==> src/snfe_pkg.sv <==
package snfe_pkg;

	// Opcodes recognised by the front end
	localparam logic [7:0] OP_RD_ARRAY  = 8'h13;
	localparam logic [7:0] OP_RD_BUF    = 8'h03;
	localparam logic [7:0] OP_RD_BUF_F  = 8'h0B;
	localparam logic [7:0] OP_RD_BUF_X2 = 8'h3B;
	localparam logic [7:0] OP_RD_BUF_X4 = 8'h6B;
	localparam logic [7:0] OP_PRG_LOAD  = 8'h02;
	localparam logic [7:0] OP_PRG_RAND  = 8'h84;
	localparam logic [7:0] OP_PRG_EXEC  = 8'h10;
	localparam logic [7:0] OP_BLK_ERASE = 8'hD8;
	localparam logic [7:0] OP_SET_FEAT  = 8'h1F;
	localparam logic [7:0] OP_GET_FEAT  = 8'h0F;

	// Lock feature word
	localparam logic [7:0] FEAT_LOCK_ADDR  = 8'hA0;
	localparam logic [7:0] FEAT_LOCK_RST   = 8'h00;
	localparam logic [7:0] FEAT_GUARD_MASK = 8'hB8;
	localparam int         LOCK_GUARD_POS  = 7;

	// Geometry
	localparam int ROW_W   = 17;
	localparam int BLOCK_W = 11;
	localparam int PAGE_W  = 6;
	localparam int COL_W   = 13;
	localparam logic [12:0] PAGE_LEN_ECC   = 13'd4224;
	localparam logic [12:0] PAGE_LEN_NOECC = 13'd4352;
	localparam logic [12:0] MAIN_LEN       = 13'd4096;
	localparam logic [12:0] SPARE_ECC      = 13'd128;
	localparam logic [12:0] SPARE_NOECC    = 13'd256;

	// Address bytes per command class
	localparam logic [1:0] ROW_BYTES  = 2'd3;
	localparam logic [1:0] COL_BYTES  = 2'd2;
	localparam logic [1:0] FEAT_BYTES = 2'd1;

	// Write path buffer
	localparam int FIFO_DEPTH = 8;

	typedef enum logic [2:0] {
		SNFE_IDLE  = 3'b000,
		SNFE_OPC   = 3'b001,
		SNFE_ADDR  = 3'b011,
		SNFE_DUMMY = 3'b010,
		SNFE_DOUT  = 3'b110,
		SNFE_DIN   = 3'b111
	} snfe_state_t;

	typedef enum logic [2:0] {
		CL_NONE, CL_ROW, CL_RDBUF, CL_WRBUF, CL_SETF, CL_GETF
	} snfe_class_t;

	typedef struct packed {
		logic [BLOCK_W-1:0] block_num;
		logic [PAGE_W-1:0]  page_num;
	} snfe_row_t;

	typedef struct packed {
		logic [7:0]       opcode;
		logic             has_row;
		logic             has_col;
		snfe_row_t        row_address;
		logic [COL_W-1:0] column_address;
		logic             col_range_err;
	} snfe_cmd_t;

	typedef struct packed {
		logic [COL_W-1:0] column_address;
		logic [7:0]       data;
	} snfe_wr_t;

endpackage : snfe_pkg

==> src/snfe_top.sv <==
// Overview of operation
// - Sample on SCK rise, drive on fall
// - Hold freezes bit position and state, except in quad output
// - Hold starts at a falling SCK edge
// - Outputs float while held, resume after
// - Guard pin low locks guarded lock bits when lock bit 7 is set
// - Hold and guard inputs idle high
// - Lanes: in=0, out=1, guard=2, hold=3
// - Program per page, erase per block
// - ECC on: 4224 byte page, 128 spare
// - ECC off: 4352 byte page, 256 spare
// - Row is 11 block plus 6 page bits
// - Column is 13 bits within page
// - Erase-type commands take row only
`timescale 1ns/10ps

module snfe_fifo
	import snfe_pkg::*;
#(
	parameter int WIDTH = 8,
	parameter int DEPTH = 8
) (
	input  wire logic             clk,
	input  wire logic             srst,
	input  wire logic             in_valid,
	output logic                  in_ready,
	input  wire logic [WIDTH-1:0] in_data,
	output logic                  out_valid,
	input  wire logic             out_ready,
	output logic      [WIDTH-1:0] out_data
);
	localparam int CW = $clog2(DEPTH + 1);
	localparam logic [CW-1:0] FULL_CNT = CW'(DEPTH);

	// Shift structure keeps the head in a flop for a clean output
	logic [WIDTH-1:0] mem_r [DEPTH];
	logic [CW-1:0]    cnt_r;
	logic [CW-1:0]    cnt_nxt;
	logic             full_r;
	logic             push;
	logic             pop;
	logic [CW-1:0]    wr_idx;

	assign push     = in_valid & ~full_r;
	assign pop      = out_valid & out_ready;
	assign wr_idx   = pop ? cnt_r - CW'(1) : cnt_r;
	assign cnt_nxt  = cnt_r + CW'(push) - CW'(pop);
	assign in_ready = ~full_r;
	assign out_data = mem_r[0];

	always_ff @(posedge clk) begin
		if (srst) begin
			cnt_r     <= '0;
			full_r    <= 1'b0;
			out_valid <= 1'b0;
		end else begin
			cnt_r     <= cnt_nxt;
			full_r    <= (cnt_nxt == FULL_CNT);
			out_valid <= (cnt_nxt != '0);
		end
	end

	always_ff @(posedge clk) begin
		for (int i = 0; i < DEPTH; i++) begin
			if (push && (CW'(i) == wr_idx)) begin
				mem_r[i] <= in_data;
			end else if (pop && (i < DEPTH - 1)) begin
				mem_r[i] <= mem_r[i+1];
			end
		end
	end
endmodule : snfe_fifo

module snfe_top
	import snfe_pkg::*;
(
	input  wire logic       SYS_CLK,
	input  wire logic       SRST,
	input  wire logic       CS_N,
	input  wire logic       SCK,
	input  wire logic       SI_I,
	output logic            SI_O,
	output logic            SI_OE,
	output logic            SO_O,
	output logic            SO_OE,
	input  wire logic       WP_N_I,
	output logic            WP_N_O,
	output logic            WP_N_OE,
	input  wire logic       HOLD_N_I,
	output logic            HOLD_N_O,
	output logic            HOLD_N_OE,
	input  wire logic       ECC_EN,
	output logic            CMD_VALID,
	output snfe_cmd_t       CMD,
	output logic            WR_VALID,
	input  wire logic       WR_READY,
	output snfe_wr_t        WR,
	output logic            WR_OVERRUN,
	input  wire logic       RD_VALID,
	output logic            RD_READY,
	input  wire logic [7:0] RD_DATA,
	output logic [7:0]      LOCK_FEAT
);
	function automatic snfe_class_t op_class(input logic [7:0] op);
		snfe_class_t c;
		c = CL_NONE;
		if (op == OP_RD_ARRAY || op == OP_PRG_EXEC || op == OP_BLK_ERASE)
			c = CL_ROW;
		else if (op == OP_RD_BUF || op == OP_RD_BUF_F ||
			op == OP_RD_BUF_X2 || op == OP_RD_BUF_X4)
			c = CL_RDBUF;
		else if (op == OP_PRG_LOAD || op == OP_PRG_RAND)
			c = CL_WRBUF;
		else if (op == OP_SET_FEAT)
			c = CL_SETF;
		else if (op == OP_GET_FEAT)
			c = CL_GETF;
		return c;
	endfunction : op_class

	function automatic logic [1:0] addr_bytes(input snfe_class_t c);
		logic [1:0] n;
		n = '0;
		case (c)
			CL_ROW:             n = ROW_BYTES;
			CL_RDBUF, CL_WRBUF: n = COL_BYTES;
			CL_SETF, CL_GETF:   n = FEAT_BYTES;
			default:            n = '0;
		endcase
		return n;
	endfunction : addr_bytes

	// Two-stage synchronisers; stage one feeds stage two only
	logic [4:0] sy1_r;
	logic [4:0] sy2_r;
	logic       sck_d_r;
	logic       cs_d_r;
	logic       sck_s, cs_n_s, si_s, wp_n_s, hold_n_s;

	always_ff @(posedge SYS_CLK) begin
		if (SRST) begin
			sy1_r   <= 5'h1F;
			sy2_r   <= 5'h1F;
			sck_d_r <= 1'b0;
			cs_d_r  <= 1'b1;
		end else begin
			sy1_r   <= {SCK, CS_N, SI_I, WP_N_I, HOLD_N_I};
			sy2_r   <= sy1_r;
			sck_d_r <= sck_s;
			cs_d_r  <= cs_n_s;
		end
	end

	assign {sck_s, cs_n_s, si_s, wp_n_s, hold_n_s} = sy2_r;

	snfe_state_t      state_r;
	snfe_class_t      class_r;
	logic [7:0]       opcode_r;
	logic [7:0]       rx_sh_r;
	logic [2:0]       bit_cnt_r;
	logic [1:0]       byte_cnt_r;
	logic [23:0]      addr_r;
	logic [COL_W-1:0] col_r;
	logic [7:0]       feat_addr_r;
	logic [7:0]       lock_r;
	logic             wp_lat_r;
	logic             hold_act_r;
	logic [2:0]       lane_w_r;
	logic [7:0]       out_sh_r;
	logic [2:0]       out_cnt_r;
	logic             dout_on_r;
	logic             push_r;
	snfe_wr_t         push_word_r;

	// Hold pin is a data lane in quad output, so it cannot suspend then
	wire quad_out  = (state_r == SNFE_DOUT) && (lane_w_r == 3'd4);
	wire hold_req  = ~hold_n_s & ~quad_out;
	wire cs_fall   = cs_d_r & ~cs_n_s;
	wire cs_rise   = ~cs_d_r & cs_n_s;
	wire rise_raw  = sck_s & ~sck_d_r & ~cs_n_s;
	wire fall_raw  = ~sck_s & sck_d_r & ~cs_n_s;
	wire sck_rise  = rise_raw & ~hold_act_r;
	wire sck_fall  = fall_raw & ~hold_act_r & ~hold_req;
	wire [7:0] rx_byte  = {rx_sh_r[6:0], si_s};
	wire       byte_done = sck_rise && (bit_cnt_r == 3'd7);
	wire [1:0] need_b    = addr_bytes(class_r);
	wire       addr_last = (byte_cnt_r == need_b - 2'd1);
	wire [23:0] addr_full = {addr_r[15:0], rx_byte};
	wire snfe_class_t opc_cls = op_class(rx_byte);

	// Page length follows the ECC switch; spare grows when ECC is off
	wire [12:0] spare_len = ECC_EN ? SPARE_ECC : SPARE_NOECC;
	wire [12:0] page_len  = MAIN_LEN + spare_len;
	wire        col_ok    = (col_r < page_len);
	wire [COL_W-1:0] col_rx = addr_full[COL_W-1:0];

	// Row fields; erase names a whole block, page bits forced to zero
	wire snfe_row_t row_rx = addr_full[ROW_W-1:0];
	wire is_erase = (opcode_r == OP_BLK_ERASE);
	wire snfe_row_t row_cmd = '{block_num: row_rx.block_num,
		page_num: is_erase ? '0 : row_rx.page_num};

	// Guard pin latched at select so mid-frame wiggles cannot unlock
	wire guard_on = ~wp_lat_r & lock_r[LOCK_GUARD_POS];
	wire [7:0] lock_wr = guard_on ?
		((lock_r & FEAT_GUARD_MASK) | (rx_byte & ~FEAT_GUARD_MASK)) :
		rx_byte;

	wire is_getf  = (class_r == CL_GETF);
	wire [7:0] feat_rd = (feat_addr_r == FEAT_LOCK_ADDR) ? lock_r : 8'h00;
	wire [7:0] rd_byte = RD_VALID ? RD_DATA : 8'hFF;
	wire [7:0] nxt_byte = is_getf ? feat_rd : rd_byte;
	wire       load_out = sck_fall && (state_r == SNFE_DOUT) &&
		(out_cnt_r == 3'd0);
	wire [7:0] cur_out = (out_cnt_r == 3'd0) ? nxt_byte : out_sh_r;
	wire [2:0] opc_w = (opcode_r == OP_RD_BUF_X4) ? 3'd4 :
		(opcode_r == OP_RD_BUF_X2) ? 3'd2 : 3'd1;

	logic fifo_ready;

	// Transaction sequencer
	always_ff @(posedge SYS_CLK) begin
		if (SRST) begin
			state_r     <= SNFE_IDLE;
			class_r     <= CL_NONE;
			opcode_r    <= 8'h00;
			rx_sh_r     <= 8'h00;
			bit_cnt_r   <= 3'd0;
			byte_cnt_r  <= 2'd0;
			addr_r      <= 24'h0000_00;
			col_r       <= '0;
			feat_addr_r <= 8'h00;
			lock_r      <= FEAT_LOCK_RST;
			wp_lat_r    <= 1'b1;
			lane_w_r    <= 3'd1;
			CMD_VALID   <= 1'b0;
			CMD         <= '0;
			push_r      <= 1'b0;
			push_word_r <= '0;
			WR_OVERRUN  <= 1'b0;
		end else begin
			CMD_VALID  <= 1'b0;
			push_r     <= 1'b0;
			WR_OVERRUN <= 1'b0;
			if (sck_rise) begin
				rx_sh_r   <= rx_byte;
				bit_cnt_r <= bit_cnt_r + 3'd1;
			end
			if (cs_rise) begin
				state_r <= SNFE_IDLE;
			end else if (cs_fall) begin
				state_r    <= SNFE_OPC;
				bit_cnt_r  <= 3'd0;
				byte_cnt_r <= 2'd0;
				wp_lat_r   <= wp_n_s;
			end else if (byte_done) begin
				case (state_r)
					SNFE_OPC: begin
						opcode_r <= rx_byte;
						class_r  <= opc_cls;
						if (opc_cls == CL_NONE) begin
							CMD_VALID <= 1'b1;
							CMD       <= '{opcode: rx_byte, default: '0};
							state_r   <= SNFE_IDLE;
						end else begin
							state_r <= SNFE_ADDR;
						end
					end
					SNFE_ADDR: begin
						addr_r     <= addr_full;
						byte_cnt_r <= byte_cnt_r + 2'd1;
						if (addr_last) begin
							byte_cnt_r <= 2'd0;
							col_r      <= col_rx;
							feat_addr_r <= rx_byte;
							lane_w_r   <= opc_w;
							case (class_r)
								CL_ROW: begin
									CMD_VALID <= 1'b1;
									CMD <= '{opcode: opcode_r, has_row: 1'b1,
										has_col: 1'b0, row_address: row_cmd,
										column_address: '0,
										col_range_err: 1'b0};
									state_r <= SNFE_IDLE;
								end
								CL_RDBUF, CL_WRBUF: begin
									CMD_VALID <= 1'b1;
									CMD <= '{opcode: opcode_r, has_row: 1'b0,
										has_col: 1'b1, row_address: '0,
										column_address: col_rx,
										col_range_err: (col_rx >= page_len)};
									state_r <= (class_r == CL_RDBUF) ?
										SNFE_DUMMY : SNFE_DIN;
								end
								CL_GETF: state_r <= SNFE_DOUT;
								default: state_r <= SNFE_DIN;
							endcase
						end
					end
					SNFE_DUMMY: begin
						state_r <= SNFE_DOUT;
					end
					SNFE_DIN: begin
						if (class_r == CL_SETF) begin
							if (feat_addr_r == FEAT_LOCK_ADDR)
								lock_r <= lock_wr;
							state_r <= SNFE_IDLE;
						end else begin
							// Bytes past the page end are dropped
							if (col_ok) begin
								col_r <= col_r + 13'd1;
								if (fifo_ready) begin
									push_r      <= 1'b1;
									push_word_r <= '{column_address: col_r,
										data: rx_byte};
								end else begin
									WR_OVERRUN <= 1'b1;
								end
							end
						end
					end
					default: begin
						state_r <= state_r;
					end
				endcase
			end
		end
	end

	// Hold tracking: begins on a low clock edge, ends once pin is high with clock low
	always_ff @(posedge SYS_CLK) begin
		if (SRST) begin
			hold_act_r <= 1'b0;
		end else if (cs_n_s) begin
			hold_act_r <= 1'b0;
		end else if (fall_raw && hold_req) begin
			hold_act_r <= 1'b1;
		end else if (!hold_req && !sck_s) begin
			hold_act_r <= 1'b0;
		end
	end

	// Output shifter: falling edges launch bits on the active lanes
	always_ff @(posedge SYS_CLK) begin
		if (SRST) begin
			out_sh_r  <= 8'h00;
			out_cnt_r <= 3'd0;
			dout_on_r <= 1'b0;
			RD_READY  <= 1'b0;
			SO_O      <= 1'b0;
			SI_O      <= 1'b0;
			WP_N_O    <= 1'b0;
			HOLD_N_O  <= 1'b0;
		end else begin
			RD_READY <= load_out & ~is_getf & RD_VALID;
			if (state_r != SNFE_DOUT) begin
				out_cnt_r <= 3'd0;
				dout_on_r <= 1'b0;
			end else if (sck_fall) begin
				dout_on_r <= 1'b1;
				out_sh_r  <= cur_out << lane_w_r;
				out_cnt_r <= out_cnt_r + lane_w_r;
				case (lane_w_r)
					3'd4: begin
						HOLD_N_O <= cur_out[7];
						WP_N_O   <= cur_out[6];
						SO_O     <= cur_out[5];
						SI_O     <= cur_out[4];
					end
					3'd2: begin
						SO_O <= cur_out[7];
						SI_O <= cur_out[6];
					end
					default: begin
						SO_O <= cur_out[7];
					end
				endcase
			end
		end
	end

	// Enables drop while suspended; two system clocks behind the edge
	wire drive  = dout_on_r & ~hold_act_r & ~cs_n_s;
	wire wide2  = (lane_w_r != 3'd1);
	wire wide4  = (lane_w_r == 3'd4);

	always_ff @(posedge SYS_CLK) begin
		if (SRST) begin
			SO_OE     <= 1'b0;
			SI_OE     <= 1'b0;
			WP_N_OE   <= 1'b0;
			HOLD_N_OE <= 1'b0;
		end else begin
			SO_OE     <= drive;
			SI_OE     <= drive & wide2;
			WP_N_OE   <= drive & wide4;
			HOLD_N_OE <= drive & wide4;
		end
	end

	assign LOCK_FEAT = lock_r;

	snfe_fifo #(
		.WIDTH ($bits(snfe_wr_t)),
		.DEPTH (FIFO_DEPTH)
	) u_wr_fifo (
		.clk       (SYS_CLK),
		.srst      (SRST),
		.in_valid  (push_r),
		.in_ready  (fifo_ready),
		.in_data   (push_word_r),
		.out_valid (WR_VALID),
		.out_ready (WR_READY),
		.out_data  (WR)
	);
endmodule : snfe_top

==> config.mk <==
export PLATFORM = sky130hd
export DESIGN_NAME = snfe_top
export DESIGN_NICKNAME = d
export VERILOG_FILES = /design/src/snfe_pkg.sv /design/src/snfe_top.sv
export SDC_FILE = /design/constraint.sdc
export NUM_CORES = 1
export LEC_CHECK = 0
export BUFFER_PORTS_ARGS = -buffer_cell sky130_fd_sc_hd__buf_2
export CAP_MARGIN = 40
export CORE_MARGIN = 2
export CORE_UTILIZATION = 30
export DETAILED_ROUTE_END_ITERATION = 12
export PLACE_DENSITY_LB_ADDON = 0.08
export REMOVE_ABC_BUFFERS = 1
export SETUP_SLACK_MARGIN = 0.2
export SLEW_MARGIN = 0
export SYNTH_ARGS = -nofsm -noshare
export SYNTH_HDL_FRONTEND = slang
export SYNTH_SLANG_ARGS = --single-unit
==> constraint.sdc <==
create_clock -name SYS_CLK -period 3.79 [get_ports SYS_CLK]
set_input_delay 0.379 -clock SYS_CLK [delete_from_list [all_inputs] [get_ports SYS_CLK]]
set_output_delay 0.379 -clock SYS_CLK [all_outputs]
set_load 0.01 [all_outputs]
==> results by group, run 1 <==
Run status
  • Status: finished clean

Timing
  • Final Skew: 0.01801 ns
  • Worst-Margin Slew: around 0.9 ns
  • Fin crit period: 3.193 ns
  • Crit share post-route: 84.24%
  • Slew headroom: about two fifths
  • Hold slack: about 0.025 ns
  • Final setup vio count: 0
  • Hold Fails Final Rpt: 0
  • Setup_tns: 0 ns
  • FMAX: 313.2 MHz
  • RSZ-0062 raised after global routing: false
  • Slew Limit Fails: 0

Floorplanning
  • Initial Util: 30.38%
  • Die Width: 229.2 um
  • Core area: 0.05007 sq mm
  • Row cnt: 82
  • Die ar.: between 0.05 and 0.06 sq mm
  • Die height: roughly 230 um
  • Io pins: 100

Final layout
  • Nets: 1470
  • Sequential Area: 0.008488 sq mm
  • N_diodes: 0
  • Area occupied by multi-input gates: 0.006072 sq mm
  • Area growth, synth to finish: 17.57%
  • Most frequent cells in the layout: 172 x dfxtp_1, 172 x nand2_1, 168 x edfxtp_1, 149 x mux2_2, 98 x buf_2
  • Fraction of layout cells with a size suffix above 1: 28.48%
  • Final-layout fill cell count: 5067

Clocking
  • TritonCTS clock tree: built
  • Clock latency on the worst-skew pair: 0.56 ns
  • # clock sinks: 340
  • H-tree Lvls: 2
  • Longest Clk Path Bufs: 3
  • Post-cts resize count: 0
  • Clk pin slew, worst setup/hold paths: 0.06 ns
  • CTS buffer count: 42
  • CTS Root Cell: clkbuf_16

Setup path
  • Kind of critical path: register to register
  • CP top delay family: simple AND/OR/NAND/NOR gates
  • Crit-path most repeated cell: and2_1
  • Cells along the critical path: inv_1, ha_1, and2_1, o21bai_1, a311oi_1, a21boi_1, and2_1, buf_4, mux2i_1
  • Worst EP arrival: between 3 and 4 ns
  • CP Buf/Inv Count: 2
  • Worst Setup Start Kind: register
  • Max Fanout on Critical Path: 15
  • FF-to-FF setup slack: approximately 0.6 ns
  • CP max-delay cell: and2_1
  • Crit-path max cell delay: 0.62 ns
  • CP endpoint kind: register
  • Req. time, crit path: 4.27 ns

Global route
  • Vias in the first global route: between 10000 and 15000
  • Largest net degree at the start of global routing: 75
  • GRT Total Usage: 14.09%
  • Met2 Usage GRT: a little under a quarter
  • Global-route congestion overflow total: 0
  • GR Layer Usage met3: 2.328%
  • First-pass GRT wire length: 59.39 mm
  • Met1 usage: a little under a fifth
  • Initial antenna violation count: 0
  • Top Usage Layer GRT: met2

Drt
  • Wire per inst: 17.16 um
  • First drt pass iteration count: 5
  • Starting DRT DRC Count: about 520
  • Drc violations: 0
  • ANT nets after route: 0
  • DR vias/cell: 4.728
  • Vias: 10098
  • Post-Route WL: 36.66 mm

Pwr
  • Leakage: 6.770 nW
  • Power per Cell Area: approximately 540 mW/mm^2
  • Net Sw Frac: roughly a quarter
  • Combinational share of power: 12.1%
  • NetSw: ~2.4 mW
  • Clock power share: a little over two fifths
  • Pint: ~7.3 mW
  • Peak VDD IR: 0.0003185 V
  • Share of power burned in registers: 45.9%
  • Power, Total: 9.639 mW

Yosys
  • Post-synth EDFFs: 168
  • Register area share after synthesis: 55.81%
  • Syn_area_per_cell: approximately 11 sq um
  • Syn Inst Count: 1343
  • Syn Std Cell Area: 0.01521 sq mm
  • Post-synth cell types: 85
  • Syn. warnings: 0
  • Yosys reg bits: 340
  • Ys async rst share: 0%
  • Ys flop type: dfxtp_1

Flow run
  • Max_cap viols: 0

Placement
  • RePlAce Congestion: ~0.83
  • Hpwl dp: between 20 and 30 mm
  • Port bufs: between 90 and 100

Hold path
  • Hold/Removal Path Class: primary input to register
-- power by group through the flow --
stage | clock [mW] | combinational, mW | sequential (mW)
2_1_floorplan | 0 | 0.809 | 4.51
6_report | 4.05 | 1.16 | 4.42
3_5_place_dp | 0 | 1.18 | 4.50
3_3_place_gp | 0 | 1.17 | 4.49
4_1_cts | 4.18 | 1.19 | 4.43
5_1_grt | 4.31 | 1.30 | 4.46
-- layout make-up --
cell class              count  area share (%)
flip-flops and latches    340           47.47
well taps                 672           4.702
multi-input cells         854           33.96
repair buffers            160           5.402
clock inverters            13          0.9237
clock buffers              63           6.829
inverters                  34          0.7137
-- Yosys cell counts, drive strengths merged (34+ instances only) --
master / count / share of area, %
inv: 34 / 0.84
edfxtp: 168 / 33
o21ai: 43 / 1.4
clkbuf: 73 / 1.8
mux2i: 44 / 2.9
dfxtp: 172 / 23
nor2: 78 / 1.9
buf: 42 / 1.9
a21oi: 80 / 2.7
mux2: 149 / 11
nand2: 173 / 4.3
-- worst paths after layout --
path / cells past startpoint / startpoint / endpoint
max: 9 / class_r[1] / CMD[22]
min: 2 / CS_N / sy1_r[3]
max reg2reg: 9 / class_r[1] / CMD[22]
min reg2reg: 1 / sy1_r[2] / sy2_r[2]
-- registers in the layout, summed over array words and instances (netlist names), 2 cells and up --
register and cells:
u_wr_fifo.mem_r 168, CMD 41, push_word_r 21, col_r 13, addr_r 9, LOCK_FEAT 8, feat_addr_r 8, opcode_r 8
out_sh_r 8, rx_sh_r 7, sy1_r 5, sy2_r 5, u_wr_fifo.cnt_r 4, bit_cnt_r 3, class_r 3, lane_w_r 3
out_cnt_r 3, state_r 3, byte_cnt_r 2
-- metrics by stage --
stage / area [sq um] / cells / setup slack, ns / utilization, %
2_1_floorplan: 14650 / 1228 / 0.1456 / -
3_3_place_gp: 16450 / 2055 / 0.7378 / 32.85
3_5_place_dp: 16450 / 2056 / 0.6314 / 32.86
4_1_cts: 17880 / 2136 / 0.5890 / 35.71
5_1_grt: 17880 / 2136 / 0.3207 / 35.71
6_report: 17880 / 2136 / 0.5974 / 35.71
-- timing repair --
item,4_1_cts,5_1_grt
hold buffers,4,0
buffers inserted,0,0
endpoints found under the hold margin,4,0
-- worst reg2reg max path: stages, from the launching register on --
cell      delay (ns)
dfxtp_1         0.43
inv_1           0.10
ha_1            0.38
and2_1          0.20
o21bai_1        0.12
a311oi_1        0.42
a21boi_1        0.25
and2_1          0.62
buf_4           0.38
mux2i_1         0.22
-- layer usage --
layer	wire length (um)	vias to the layer above
met5	0	-
met3	1140	56
met1	17190	4819
met4	891	0
met2	17440	159
li1	-	5064
-- cell families (layout without fill, tap and decap cells) --
kind of cell,after synthesis,after routing,share of synthesized area (%)
flops,340,340,55.81
fa+ha+maj,20,20,1.744
compound gates,229,229,10.14
xor+xnor,10,10,0.5759
simple gates,399,399,12.84
buf+inv,149,270,4.508
mux,196,196,14.37
Note: power is estimated with default switching activity, not from simulation.
==> run 2, diff against run 1 <==
--- a/config.mk
+++ b/config.mk
@@ -5,6 +5,7 @@
 export SDC_FILE = /design/constraint.sdc
 export NUM_CORES = 1
 export LEC_CHECK = 0
+export ABC_AREA = 1
 export BUFFER_PORTS_ARGS = -buffer_cell sky130_fd_sc_hd__buf_2
 export CAP_MARGIN = 40
 export CORE_MARGIN = 2
==> constraint.sdc (replaced) <==
create_clock -name SYS_CLK -period 3.2 [get_ports SYS_CLK]
set_input_delay 0.32 -clock SYS_CLK [delete_from_list [all_inputs] [get_ports SYS_CLK]]
set_output_delay 0.32 -clock SYS_CLK [all_outputs]
set_load 0.01 [all_outputs]
==> results by group, run 2 <==
Run status
  • Status: finished clean

Global route
  • Largest net degree at the start of global routing: 71 (-5.3%)
  • First-pass GRT wire length: 60.89 mm (+2.5%)
  • Global-route congestion overflow total: 0 (unchanged)
  • Vias in the first global route: 11128 (+7.6%)
  • GRT Total Usage: 14.43% (+0.34 points)
  • Initial antenna violation count: 0 (unchanged)

Final layout
  • Nets: 1841 (+25%)
  • N_diodes: 0 (unchanged)
  • Area growth, synth to finish: 16.81%
  • Sequential Area: 0.008488 sq mm (unchanged)
  • Final-layout fill cell count: 5101 (+0.67%)
  • Post-route design area: 0.01756 sq mm (-1.8%)
  • Biggest register: u_wr_fifo.mem_r
  • Max reg flops: 168 (unchanged)
  • Fraction of layout cells with a size suffix above 1: 14.00% (-14 points)
  • Regs by FF count: u_wr_fifo.mem_r (168), CMD (41), push_word_r (21)
  • Area occupied by multi-input gates: 0.005405 sq mm (-11%)
  • Commonest non-fill, non-tap cell in the layout: a21oi_1
  • Most frequent cells in the layout: 275 x a21oi_1, 263 x nor2_1, 208 x nand2_1, 172 x dfxtp_1, 168 x edfxtp_1

Clocking
  • # clock sinks: 340 (unchanged)
  • CTS Root Cell: clkbuf_16
  • Clk pin slew, worst setup/hold paths: 0.05 ns (about the same)
  • Longest Clk Path Bufs: 3 (unchanged)
  • Clock latency on the worst-skew pair: 0.57 ns (about the same)
  • H-tree Lvls: 2 (unchanged)
  • Post-cts resize count: 0 (unchanged)
  • Postcts setup bufs: 0 (unchanged)
  • TritonCTS clock tree: built
  • CTS buffer count: 43 (+2.4%)

Pwr
  • Peak VDD IR: 0.0002875 V (-9.7%)
  • NetSw: 3.072 mW (+30%)
  • Power per Cell Area: 673.4 mW/mm^2 (+25%)
  • Clock power share: 40.3% (-1.7 points)
  • Combinational share of power: 13.4% (+1.3 points)
  • Pint: 8.751 mW (+20%)
  • Net Sw Frac: 25.98% (+1.5 points)
  • Share of power burned in registers: 46.3% (+0.4 points)
  • Leakage: 6.811 nW (+0.62%)

Timing
  • Fin crit period: 2.489 ns (-0.7033 ns)
  • FMAX: 401.7 MHz (+28%)
  • Hold slack: 0.08830 ns (+0.06286 ns)
  • Setup_tns: 0 ns (unchanged)
  • Final setup vio count: 0 (unchanged)
  • Slew headroom: 46.06% (+6.0 points)
  • RSZ-0062 raised after global routing: false
  • Slew Limit Fails: 0 (unchanged)
  • Hold Fails Final Rpt: 0 (unchanged)
  • Final Skew: 0.01821 ns (+0.0001973 ns)
  • Crit share post-route: 77.79% (-6.4 points)
  • Worst-Margin Slew: 0.8068 ns (-0.08942 ns)
  • Setup slack after layout: 0.7107 ns (+0.1133 ns)

Hold path
  • Hold/Removal Path Class: primary input to register

Setup path
  • CP Buf/Inv Count: 3 (+1)
  • CP top delay family: simple AND/OR/NAND/NOR gates
  • Cells along the critical path: inv_1, ha_1, inv_1, nor3_1, o21ai_1, nor2_4, buf_4, nand3_1, a21oi_1
  • CP endpoint kind: register
  • Crit-path most repeated cell: inv_1
  • Kind of critical path: register to register
  • Worst Setup Start Kind: register
  • CP max-delay cell: ha_1
  • Worst EP arrival: 2.99 ns (-0.68 ns)
  • Crit-path max cell delay: 0.41 ns (-0.21 ns)
  • Req. time, crit path: 3.70 ns (-0.57 ns)
  • Max Fanout on Critical Path: 28 (+13)

Placement
  • Placed cell area: 0.01612 sq mm (-2.1%)
  • RePlAce Congestion: 0.8863 (+7.2%)
  • Pre-CTS WS: 0.6674 ns (+0.03595 ns)
  • Hpwl dp: 25.65 mm (+2.1%)
  • Port bufs: 99 (unchanged)

Drt
  • Vias: 11523 (+14%)
  • First drt pass iteration count: 5 (unchanged)
  • Post-Route WL: 37.28 mm (+1.7%)
  • Starting DRT DRC Count: 617 (+20%)
  • ANT nets after route: 0 (unchanged)
  • Wire per inst: 14.86 um (-13%)
  • DR vias/cell: 4.594 (-2.8%)
  • Drc violations: 0 (unchanged)

Yosys
  • Syn Std Cell Area: 0.01503 sq mm (-1.2%)
  • Synth top cells by count: 275 x a21oi_1, 263 x nor2_1, 208 x nand2_1
  • Ys flop type: dfxtp_1
  • Post-synth cell types: 43 (-49%)
  • Top area cells in the synthesized netlist: edfxtp_1 34%, dfxtp_1 23%, a21oi_1 9.2%
  • Post-synth EDFFs: 168 (unchanged)
  • Biggest area consumer among synthesized cells: edfxtp_1
  • Syn Inst Count: 1720 (+28%)
  • Syn_area_per_cell: 8.739 sq um (-23%)
  • Register area share after synthesis: 56.47% (+0.66 points)
  • Syn. warnings: 0 (unchanged)
  • Yosys reg bits: 340 (unchanged)
  • Ys async rst share: 0% (unchanged)
  • Count leader, synth: a21oi_1
  • Synth top area share: 33.56% (+0.39 points)

Floorplanning
  • Io pins: 100 (unchanged)
  • Core area: 0.04976 sq mm (-0.61%)
  • Die Width: 227.8 um (-0.58%)
  • Die ar.: 0.05191 sq mm (-1.1%)
  • Row cnt: 82 (unchanged)
  • Die height: 227.8 um (-0.58%)
  • Initial Util: 30.21% (-0.17 points)

Flow run
  • Max_cap viols: 0 (unchanged)
run 2: worst paths after layout:
| kind | startpoint | to | slack (ns) | cells after the start |
|---|---|---|---|---|
| worst min register to register | sy1_r[0] | sy2_r[0] | 0.41 | 1 |
| worst max register to register | sy2_r[3] | CMD[14] | 0.71 | 9 |
| worst max-delay path | sy2_r[3] | CMD[14] | 0.71 | 9 |
| worst min-delay path | RD_VALID | RD_READY | 0.09 | 3 |
run 2: power groups by stage:
stage                     Clock (mW)  Combinational (mW)  Sequential [mW]
final                           4.76                1.58             5.48
after global routing            5.09                1.85             5.52
after CTS                       4.92                1.62             5.48
after detailed placement           0                1.60             5.57
after global placement             0                1.58             5.57
after floorplan                    0                1.11             5.59
run 2: kinds of logic (layout without fill, tap and decap cells):
logic type,count (synthesis),in the layout,synth area share (%)
buffers and inverters,259,375,7.567
AND/OR/NAND/NOR,685,685,19.60
adder cells (fa/ha/maj),20,20,1.765
XOR/XNOR,9,9,0.5245
AO/OA/AOI/OAI,407,407,14.08
flip-flops,340,340,56.47
run 2: worst register-to-register path, cell delays in order, from the launching register on:
cell and delay (ns):
dfxtp_1 0.38, inv_1 0.10, ha_1 0.41, inv_1 0.17, nor3_1 0.26, o21ai_1 0.16, nor2_4 0.27, buf_4 0.36
nand3_1 0.15, a21oi_1 0.17
run 2: cell type report:
cell class | instances | share of cell area [%]
clock buffer | 59 | 6.877
clock inverter | 19 | 1.040
inverter | 153 | 3.271
sequential | 340 | 48.35
multi-input combinational | 1121 | 30.79
timing repair buffer | 144 | 4.889
tap | 672 | 4.789
run 2: per-stage QoR:
stage	cells	total power, mW	util [%]
finish	2508	11.82	35.28
global route	2508	12.46	35.28
CTS	2508	12.02	35.28
detailed placement	2425	7.174	32.39
global placement	2425	7.151	32.39
floorplan	1614	6.698	-
run 2: timing repair:
item / CTS / global route
endpoints found under the setup margin: 0 / 0
hold buffers: 5 / 0
hold endpoints to repair: 5 / 0
run 2: layer usage:
layer / vias to the layer above / GRT usage (%) / part of all wire [%] / wire length (um)
met2: 177 / 23.43 / 46 / 17070
met1: 5304 / 19.18 / 48 / 17840
li1: 5977 / - / - / -
met5: - / 0 / 0 / 0
met3: 65 / 2.225 / 3.2 / 1200
met4: 0 / 5.942 / 3.1 / 1168
